--- src/core/arsr_map.svh ---
/*
 * Register offsets, field positions and reset values of the autoreclose
 * shot/reset sequencer. Assumes a byte-addressed 32-bit Wishbone bus.
 */
`ifndef ARSR_MAP_SVH
`define ARSR_MAP_SVH

// Width of one timing setting, in bits
`define ARSR_TW         20
// Register byte offsets
`define ARSR_ADR_CTRL   8'h00
`define ARSR_ADR_OI1    8'h04
`define ARSR_ADR_OI2    8'h08
`define ARSR_ADR_OI3    8'h0c
`define ARSR_ADR_OI4    8'h10
`define ARSR_ADR_RSD    8'h14
`define ARSR_ADR_RSLD   8'h18
`define ARSR_ADR_STAT   8'h1c
// Control field positions
`define ARSR_CTRL_EN    0
`define ARSR_CTRL_CLOSE_UNLATCH  1
`define ARSR_CTRL_BRKI  2
// Reset values (ticks of the processing tick)
`define ARSR_RST_CTRL   3'h2
`define ARSR_RST_OI1    20'h001f4
`define ARSR_RST_OIX    20'h00000
`define ARSR_RST_RSD    20'h005dc
`define ARSR_RST_RSLD   20'h001f4
// Highest shot value
`define ARSR_SHOT_MAX   3'h4

`endif

--- src/core/arsr_pkg.sv ---
/*
 * Types shared by the autoreclose sequencer.
 * Assumes arsr_map.svh supplies the numeric constants.
 */
package arsr_pkg;

  // Sequencer states
  typedef enum logic [1:0] {
    ST_RESET,
    ST_CYCLE,
    ST_LOCKOUT
  } arsr_state_t;

  // One-hot shot position bits
  typedef struct packed {
    logic four;
    logic three;
    logic two;
    logic one;
    logic zero;
  } arsr_shot_pos_t;

  // Registered status seen on the pins and in the status register
  typedef struct packed {
    logic           close_out;
    logic           reset_timing_flag;
    logic           open_interval_timing_flag;
    logic [2:0]     shot;
    arsr_shot_pos_t pos;
    logic           lockout_state_flag;
    logic           cycle_state_flag;
    logic           reset_state_flag;
  } arsr_status_t;

endpackage

--- src/core/arsr_core.sv ---
/*
 * Autoreclose reset timer, timing flags, shot counter and reclose
 * initiation, with a classic Wishbone register slave.
 * Assumes all inputs are synchronous to sys_clk and that proc_tick is a
 * one-cycle pulse marking each processing interval; all times count ticks.
 */
// Our own choices: the register offsets and the Wishbone slave port.
// What this block does
// - Reset state only after closed-breaker timeout
// - Cycle state times with reclose reset time
// - Sequence coordination uses reclose reset time
// - Lockout state times with lockout reset time
// - Power-up and setting change load lockout time
// - Both reset durations held independently
// - Block condition halts reset timer
// - Open interval flag only while timing
// - Open interval timing needs initiation, no stall
// - Reset flag only while reset timer counts
// - Shot starts zero, steps on interval expiry
// - Automatic reclosing saturates at last shot
// - Shot clears on return to reset
// - Shot decoded to one-hot position bits
// - Sequence coordination may pass last shot
// - Initiate rising edge with supervision starts timing
// - Unsupervised initiate edge goes to lockout
// - Trip initiates only closed or in cycle
// - Trip with breaker open during interval locks out
// - Breaker-open initiation needs trip asserted
// - Breaker opening without trip locks out
// - Close held until breaker reports closed, or until trip if unlatch set
// - Disabled or zero first interval defeats all
// - Last shot counts leading nonzero intervals
// - Setting change keeps state, drives last shot
// - Open intervals are timed one after another
`timescale 1ns/1ps
`include "arsr_map.svh"

module arsr_core
  import arsr_pkg::*;
#(
  parameter int TW = `ARSR_TW                  // Timing setting width
) (
  input  wire logic        sys_clk,            // 200 MHz clock
  input  wire logic        sys_rst,            // Sync reset, high
  input  wire logic        proc_tick,          // Processing interval pulse
  input  wire logic        breaker_closed_status, // Breaker closed
  input  wire logic        trip,               // Trip condition
  input  wire logic        reclose_initiate,   // Initiate condition
  input  wire logic        initiate_supervision, // Initiate supervision
  input  wire logic        stall_open_interval, // Stall interval timing
  input  wire logic        reset_timing_block, // Block reset timing
  input  wire logic        sequence_coordination, // Coordination op
  input  wire logic        close_conditions,   // Manual close request
  input  wire logic        group_switch,       // Active group changed
  input  wire logic        wb_cyc,             // Wishbone cycle
  input  wire logic        wb_stb,             // Wishbone strobe
  input  wire logic        wb_we,              // Wishbone write
  input  wire logic [7:0]  wb_adr,             // Byte address
  input  wire logic [3:0]  wb_sel,             // Byte lanes
  input  wire logic [31:0] wb_dat_w,           // Write data
  output logic      [31:0] wb_dat_r,           // Read data
  output logic             wb_ack,             // Acknowledge
  output arsr_status_t     status              // Flags and shot bits
);

  ////////////////////////////////////////////////////////////////////////
  // Settings and state
  logic [2:0]       ctrl;                      // Enable, unlatch, mode
  logic [TW-1:0]    oi [4];                    // Open interval times
  logic [TW-1:0]    rsd;                       // Reclose reset time
  logic [TW-1:0]    rsld;                      // Lockout reset time
  logic             chg_pend;                  // Settings changed
  arsr_state_t      state;                     // Sequencer state
  logic [2:0]       shot;                      // Shot counter
  logic             oi_armed;                  // Initiated, interval due
  logic [TW-1:0]    oi_cnt;                    // Interval remaining
  logic [TW-1:0]    rst_el;                    // Reset time elapsed
  logic             force_lo;                  // Use lockout time
  logic             close_out;                 // Close output
  logic             ri_prev;                   // Initiate last tick
  logic             trip_prev;                 // Trip last tick
  logic             seq_prev;                  // Coordination last tick

  // Byte-lane merge for a setting register
  function automatic logic [TW-1:0] merge(input logic [TW-1:0] old,
                                          input logic [31:0]   nw,
                                          input logic [3:0]    sel);
    logic [31:0] v;
    v = 32'(old);
    for (int b = 0; b < 4; b++) begin
      if (sel[b]) begin
        v[b*8 +: 8] = nw[b*8 +: 8];
      end
    end
    return v[TW-1:0];
  endfunction

  // Count of nonzero intervals ahead of the first zero one
  function automatic logic [2:0] last_shot_f(input logic [TW-1:0] a,
                                             input logic [TW-1:0] b,
                                             input logic [TW-1:0] c,
                                             input logic [TW-1:0] d);
    logic [2:0] n;
    n = 3'h0;
    if (a != '0) begin
      n = 3'h1;
      if (b != '0) begin
        n = 3'h2;
        if (c != '0) begin
          n = 3'h3;
          if (d != '0) begin
            n = 3'h4;
          end
        end
      end
    end
    return n;
  endfunction

  ////////////////////////////////////////////////////////////////////////
  // Combinational decode
  logic          wr;                           // Accepted write
  logic          defeated;                     // Reclosing defeated
  logic [2:0]    last_shot;                    // Last shot value
  logic          ri_now;                       // Selected initiate
  logic          sup_now;                      // Selected supervision
  logic          ri_edge;                      // Initiate rising edge
  logic          trip_edge;                    // Trip rising edge
  logic          seq_edge;                     // Coordination edge
  logic          oi_run;                       // Interval timing
  logic          oi_exp;                       // Interval expires
  logic          rst_run;                      // Reset timer counting
  logic          rst_exp;                      // Reset timer expires
  logic [TW-1:0] rst_dur;                      // Active reset duration

  // Write lands at the edge where the master samples ack high
  assign wr = wb_cyc & wb_stb & wb_we & wb_ack;
  assign last_shot = last_shot_f(oi[0], oi[1], oi[2], oi[3]);
  assign defeated = ~ctrl[`ARSR_CTRL_EN] | (oi[0] == '0);
  assign ri_now  = ctrl[`ARSR_CTRL_BRKI] ? ~breaker_closed_status
                                          : reclose_initiate;
  assign sup_now = ctrl[`ARSR_CTRL_BRKI] ? trip : initiate_supervision;
  // edges sampled on the processing tick
  assign ri_edge   = proc_tick & ri_now & ~ri_prev;
  assign trip_edge = proc_tick & trip & ~trip_prev;
  assign seq_edge  = proc_tick & sequence_coordination & ~seq_prev;
  // timing only in cycle, initiated and not stalled
  assign oi_run = (state == ST_CYCLE) & oi_armed & ~stall_open_interval
                  & ~defeated;
  assign oi_exp = proc_tick & oi_run & (oi_cnt <= TW'(1));
  // cycle or coordination uses reclose time; lockout time
  // sequence coordination shots time with the reclose time
  // two independent durations, either may be longer
  assign rst_dur = (force_lo | (state == ST_LOCKOUT)) ? rsld : rsd;
  // counts only with breaker closed; block halts it
  assign rst_run = breaker_closed_status & ~reset_timing_block & ~defeated
                   & ((state != ST_RESET) | (shot != 3'h0)) & ~oi_armed;
  assign rst_exp = proc_tick & rst_run & ((rst_el + TW'(1)) >= rst_dur);

  ////////////////////////////////////////////////////////////////////////
  // Wishbone slave: one wait state, unmapped reads zero
  always_ff @(posedge sys_clk) begin
    if (sys_rst) begin
      wb_ack   <= 1'b0;
      wb_dat_r <= 32'h0;
    end else begin
      wb_ack   <= wb_cyc & wb_stb & ~wb_ack;
      wb_dat_r <= 32'h0;
      case (wb_adr)
        `ARSR_ADR_CTRL: wb_dat_r <= 32'(ctrl);
        `ARSR_ADR_OI1:  wb_dat_r <= 32'(oi[0]);
        `ARSR_ADR_OI2:  wb_dat_r <= 32'(oi[1]);
        `ARSR_ADR_OI3:  wb_dat_r <= 32'(oi[2]);
        `ARSR_ADR_OI4:  wb_dat_r <= 32'(oi[3]);
        `ARSR_ADR_RSD:  wb_dat_r <= 32'(rsd);
        `ARSR_ADR_RSLD: wb_dat_r <= 32'(rsld);
        `ARSR_ADR_STAT: wb_dat_r <= 32'(status);
        default:        wb_dat_r <= 32'h0;
      endcase
    end
  end

  // Setting registers; a write at or below ARSR_ADR_RSLD counts as a settings change
  always_ff @(posedge sys_clk) begin
    if (sys_rst) begin
      ctrl     <= `ARSR_RST_CTRL;
      oi[0]    <= `ARSR_RST_OI1;
      oi[1]    <= `ARSR_RST_OIX;
      oi[2]    <= `ARSR_RST_OIX;
      oi[3]    <= `ARSR_RST_OIX;
      rsd      <= `ARSR_RST_RSD;
      rsld     <= `ARSR_RST_RSLD;
      chg_pend <= 1'b1;                        // Power-up acts as a change
    end else begin
      chg_pend <= group_switch;
      if (wr) begin
        chg_pend <= (wb_adr <= `ARSR_ADR_RSLD) | group_switch;
        case (wb_adr)
          `ARSR_ADR_CTRL: if (wb_sel[0]) begin
            ctrl <= wb_dat_w[2:0];
          end
          `ARSR_ADR_OI1:  oi[0] <= merge(oi[0], wb_dat_w, wb_sel);
          `ARSR_ADR_OI2:  oi[1] <= merge(oi[1], wb_dat_w, wb_sel);
          `ARSR_ADR_OI3:  oi[2] <= merge(oi[2], wb_dat_w, wb_sel);
          `ARSR_ADR_OI4:  oi[3] <= merge(oi[3], wb_dat_w, wb_sel);
          `ARSR_ADR_RSD:  rsd   <= merge(rsd, wb_dat_w, wb_sel);
          `ARSR_ADR_RSLD: rsld  <= merge(rsld, wb_dat_w, wb_sel);
          default: ;
        endcase
      end
    end
  end

  ////////////////////////////////////////////////////////////////////////
  // Edge history; initiate starts high so power-up never initiates
  always_ff @(posedge sys_clk) begin
    if (sys_rst) begin
      ri_prev   <= 1'b1;
      trip_prev <= 1'b1;
      seq_prev  <= 1'b1;
    end else if (proc_tick) begin
      ri_prev   <= ri_now;
      trip_prev <= trip;
      seq_prev  <= sequence_coordination;
    end
  end

  ////////////////////////////////////////////////////////////////////////
  // Sequencer: state, shot counter, open interval timer
  always_ff @(posedge sys_clk) begin
    if (sys_rst) begin
      state    <= ST_LOCKOUT;
      shot     <= 3'h0;
      oi_armed <= 1'b0;
      oi_cnt   <= '0;
    end else if (chg_pend) begin
      // keep state, drive shot to the new last shot
      shot     <= last_shot;
      oi_armed <= 1'b0;
    end else if (proc_tick && defeated) begin
      oi_armed <= 1'b0;                        // No automatic reclosing
    end else if (proc_tick) begin
      if (oi_run) begin
        oi_cnt <= oi_cnt - TW'(1);
      end
      case (state)
        ST_RESET, ST_CYCLE: begin
          if (rst_exp) begin
            state <= ST_RESET;
            shot  <= 3'h0;
          end else if (ri_edge) begin
            // unsupervised edge or no shot left
            if (!sup_now || oi_armed || shot >= last_shot) begin
              state    <= ST_LOCKOUT;
              oi_armed <= 1'b0;
            end else begin
              // supervised edge arms the interval of this shot
              // each interval starts on its own initiation
              state    <= ST_CYCLE;
              oi_armed <= 1'b1;
              oi_cnt   <= oi[shot[1:0]];
            end
          end else if (trip_edge && oi_armed && !breaker_closed_status) begin
            state    <= ST_LOCKOUT;
            oi_armed <= 1'b0;
          end else if (oi_exp) begin
            oi_armed <= 1'b0;
            if (shot < last_shot) begin
              shot <= shot + 3'h1;
            end
          end else if (seq_edge && shot < `ARSR_SHOT_MAX) begin
            shot <= shot + 3'h1;
          end
        end
        ST_LOCKOUT: begin
          // leave lockout only after the reset timer expires
          if (rst_exp) begin
            state <= ST_RESET;
            shot  <= 3'h0;
          end
        end
        default: state <= ST_LOCKOUT;
      endcase
    end
  end

  ////////////////////////////////////////////////////////////////////////
  // Reset timer, counted up so a duration change applies at once
  always_ff @(posedge sys_clk) begin
    if (sys_rst) begin
      rst_el   <= '0;
      force_lo <= 1'b1;
    end else if (chg_pend) begin
      rst_el   <= '0;
      force_lo <= 1'b1;
    end else if (proc_tick) begin
      if (!breaker_closed_status || rst_exp) begin
        // breaker open restarts the full duration
        rst_el <= '0;
        if (rst_exp) begin
          force_lo <= 1'b0;
        end
      end else if (rst_run) begin
        rst_el <= rst_el + TW'(1);
      end
    end
  end

  ////////////////////////////////////////////////////////////////////////
  // Close output; holding it covers a slow breaker status contact
  always_ff @(posedge sys_clk) begin
    if (sys_rst) begin
      close_out <= 1'b0;
    end else if (breaker_closed_status) begin
      close_out <= 1'b0;
    end else if (oi_exp || (proc_tick && close_conditions)) begin
      close_out <= 1'b1;
    end else if (trip && ctrl[`ARSR_CTRL_CLOSE_UNLATCH]) begin
      // only an unlatching setup drops close on trip
      close_out <= 1'b0;
    end
  end

  ////////////////////////////////////////////////////////////////////////
  // Registered status outputs
  always_ff @(posedge sys_clk) begin
    if (sys_rst) begin
      status <= '0;
    end else begin
      status.close_out <= close_out;
      status.reset_timing_flag <= rst_run;
      status.open_interval_timing_flag <= oi_run;
      status.shot <= shot;
      // one-hot shot; all forced low when defeated
      status.pos <= defeated ? arsr_shot_pos_t'(5'h00)
                             : arsr_shot_pos_t'(5'h01 << shot);
      status.reset_state_flag   <= ~defeated & (state == ST_RESET);
      status.cycle_state_flag   <= ~defeated & (state == ST_CYCLE);
      status.lockout_state_flag <= ~defeated & (state == ST_LOCKOUT);
    end
  end
endmodule

--- config.mk ---
export PLATFORM = sky130hd
export DESIGN_NAME = arsr_core
export DESIGN_NICKNAME = d
export VERILOG_FILES = /design/src/core/arsr_pkg.sv /design/src/core/arsr_core.sv
export VERILOG_INCLUDE_DIRS = /design/src /design/src/core
export SDC_FILE = /design/constraint.sdc
export NUM_CORES = 1
export LEC_CHECK = 0
export BUFFER_PORTS_ARGS = -buffer_cell sky130_fd_sc_hd__buf_2
export CAP_MARGIN = 20
export CORE_AREA = 2 2 152 154
export CTS_CLUSTER_DIAMETER = 60
export DETAILED_ROUTE_END_ITERATION = 16
export DIE_AREA = 0 0 154 156
export PLACE_DENSITY = 0.68
export SLEW_MARGIN = 0
export SYNTH_ARGS = -nofsm -noshare
export SYNTH_HDL_FRONTEND = slang
export SYNTH_SLANG_ARGS = --single-unit
--- constraint.sdc ---
create_clock -name sys_clk -period 11.2 [get_ports sys_clk]
set_input_delay 0.56 -clock sys_clk [delete_from_list [all_inputs] [get_ports sys_clk]]
set_output_delay 0.56 -clock sys_clk [all_outputs]
set_load 0.05 [all_outputs]
==> impl_metrics.env <==
export IMPL_status="finished, final reports clean"
export IMPL_place_inst=1438
export IMPL_syn_area_per_cell_sq_um=9.828
export IMPL_worstPathMaxFanout=19
export IMPL_ctsHoldBuffers=0
export IMPL_layout_common_cells="132 x dfxtp_1, 104 x nand2_1, 81 x buf_2"
export IMPL_slew_headroom=0.2469
export IMPL_die_h_um=156
export IMPL_path_cells="ha_1, nand3_1, nor3_1, nand3_1, nor2_1, xor2_1, ha_1, nand4_1, a31oi_1, a2111oi_0, o21ai_1, a21o_1, a2111oi_0, nor4_1"
export IMPL_min_period_ns=5.290
export IMPL_cpMaxStageDelayCell="a2111oi_0"
export IMPL_finalCoreUtilization=0.5616
export IMPL_track_usage=0.2679
export IMPL_end_kind="flop"
export IMPL_powerDensity_nw_per_um2=141.0
export IMPL_root_buffer="clkbuf_16"
export IMPL_yosysTopAreaCell="dfxtp_1"
export IMPL_drt_iter0_drc=1080
export IMPL_num_rows=55
export IMPL_cts_buffers=26
export IMPL_yosysWarnings=0
export IMPL_layout_drive_gt1_share=0.1628
export IMPL_drc=0
export IMPL_cts_resized_gates=0
export IMPL_nFillCells=1952
export IMPL_ant_nets=0
export IMPL_via_per_inst=6.281
export IMPL_worst_endpoint_arrival_ns=5.68
export IMPL_critical_path_required_ns=11.59
export IMPL_rsz0062_at_grt="no"
export IMPL_critical_path_top_delay_family="compound AO/OA/AOI/OAI gates"
export IMPL_start_util=0.4913
export IMPL_critPathKind="reg -> reg"
export IMPL_ys_types=69
export IMPL_setup_violations_final=0
export IMPL_setup_tns_ns=0
export IMPL_seq_area_sq_um=5045
export IMPL_drv_slew=0
export IMPL_synthFlopType="dfxtp_1"
export IMPL_final_cells=1491
export IMPL_syn_to_final_growth_pct=14.30
export IMPL_gp_congestion=0.9125
export IMPL_post_cts_buffers=0
export IMPL_synth_seq_cells=212
export IMPL_clkSinkCount=212
export IMPL_fin_nets=1271
export IMPL_synthTopCellsByArea="dfxtp_1 24%, edfxtp_1 22%, and2_1 4.4%"
export IMPL_min_path_type="in -> reg"
export IMPL_die_area_sq_um=24020
export IMPL_vias=9365
export IMPL_grt_pass1_wl_um=50070
export IMPL_overflow=0
export IMPL_antenna_found_initial=2
export IMPL_port_buffers=80
export IMPL_synth_area_sq_um=10990
export IMPL_fin_crit_sh=0.4724
export IMPL_synth_top_area_frac=0.2405
export IMPL_peakVddDrop_v=0.0001637
export IMPL_coreArea_sq_um=22370
export IMPL_io_pins=106
export IMPL_critical_path_buf_inv_count=0
export IMPL_h_tree_depth=1
export IMPL_multiInputGateArea_sq_um=5598
export IMPL_worstSkewPairLatency_ns=0.54
export IMPL_hold_viol_final=0
export IMPL_timing_fmax_mhz=189.0
export IMPL_synth_seq_area_share=0.4591
export IMPL_clockBufferDepth=3
export IMPL_tightest_slew_ns=1.126
export IMPL_start_kind="flop"
export IMPL_async_flop_share=0
export IMPL_cts_tree="yes"
export IMPL_pre_cts_ws_ns=5.844
export IMPL_static_leakage_power_uw=0.004514
export IMPL_drt_wl_total_um=32630
export IMPL_die_w_um=154
export IMPL_maxCapViolations=0
export IMPL_cpPeakStageDelay_ns=0.78
export IMPL_grt_max_degree=56
export IMPL_synth_edf_count=80
export IMPL_mostFrequentLayoutCell="dfxtp_1"
export IMPL_dp_hpwl_um=23200
export IMPL_syn_inst=1118
export IMPL_drt_pass1_iterations=6
export IMPL_fin_worst_skew_ns=0.01460
export IMPL_grt_pass1_vias=8785
export IMPL_wl_per_cell_um=21.88
export IMPL_worst_slack_ns=5.910
export IMPL_clk_pin_slew_ns=0.05
## routing by layer
layer	GRT usage	part of all wire	vias up
li1	-	-	4350
met1	0.3686	0.42	4485
met2	0.4307	0.46	481
met3	0.05333	0.10	49
met4	0.07877	0.023	0
met5	0	0	-
## worst paths after layout
check / startpoint / end / slack [ns] / cells past startpoint
setup / recovery: rst_el[0] / oi_cnt[9] / 5.91 / 14
hold / removal: breaker_closed_status / close_out / 0.21 / 2
setup reg to reg: rst_el[0] / oi_cnt[9] / 5.91 / 14
hold reg to reg: wb_ack / wb_ack / 0.44 / 1
## report_power, final
group | leakage, uW | internal, uW | switching (uW) | total, uW
combinational | 0.00219 | 18.9 | 47.0 | 65.9
sequential | 0.00188 | 809 | 10.4 | 820
clock | 0.000440 | 561 | 324 | 885
total | 0.00451 | 1390 | 382 | 1770
## cell type report
cell class	count	share of cell area
sequential	212	0.4017
tap	285	0.02839
antenna	2	0.0003985
clock inverter	7	0.01126
timing repair buffer	102	0.04483
multi-input combinational	820	0.4457
clock buffer	41	0.06117
inverter	22	0.006575
## metrics by stage
step                cell area (sq um)  hold WS, ns  total power, uW
finish                          12560       0.2102             1771
global route                    12560       0.2328             1816
CTS                             12530       0.2093             1778
detailed placement              11620       0.4344            900.5
global placement                11620       0.4309            899.6
floorplan                       11030       0.4267            872.1
## kinds of logic after synthesis
group           count (synthesis)  synth area share
buf+inv                        97           0.03769
flops                         212            0.4591
mux                            58           0.07754
other cells                     1         0.0003413
fa+ha+maj                      28           0.03188
xor+xnor                       18           0.01435
simple gates                  439            0.2141
compound gates                265            0.1650
## worst reg2reg max path, cell delays in order, from the launching register on
cell	delay, ns
dfxtp_1	0.40
ha_1	0.31
nand3_1	0.15
nor3_1	0.49
nand3_1	0.27
nor2_1	0.28
xor2_1	0.23
ha_1	0.26
nand4_1	0.11
a31oi_1	0.05
a2111oi_0	0.78
o21ai_1	0.59
a21o_1	0.59
a2111oi_0	0.56
nor4_1	0.10
## state kept, by name, indices dropped and copies added (netlist names), 2 cells and up, named ones only
name      flops
oi           80
oi_cnt       20
rsd          20
rsld         20
rst_el       20
wb_dat_r     20
status       14
ctrl          3
shot          3
state         2
## Yosys cell counts, drive strengths merged, types with 3 or more instances
master	n
a2111oi	5
a211o	3
a211oi	6
a21o	3
a21oi	71
a222oi	11
a22oi	64
a31o	12
a31oi	29
a41oi	3
and2	77
and3	9
buf	20
clkbuf	55
dfxtp	132
edfxtp	80
ha	28
inv	22
mux2	7
mux2i	31
mux4	20
nand2	104
nand2b	7
nand3	32
nand3b	23
nand4	10
nor2	67
nor2b	5
nor3	31
nor3b	7
nor4	36
nor4b	3
o211ai	3
o21ai	28
o21bai	3
o32ai	9
or2	5
or3	15
or4	6
xnor2	9
xor2	9
No activity file was read; power rests on OpenSTA's default activity.
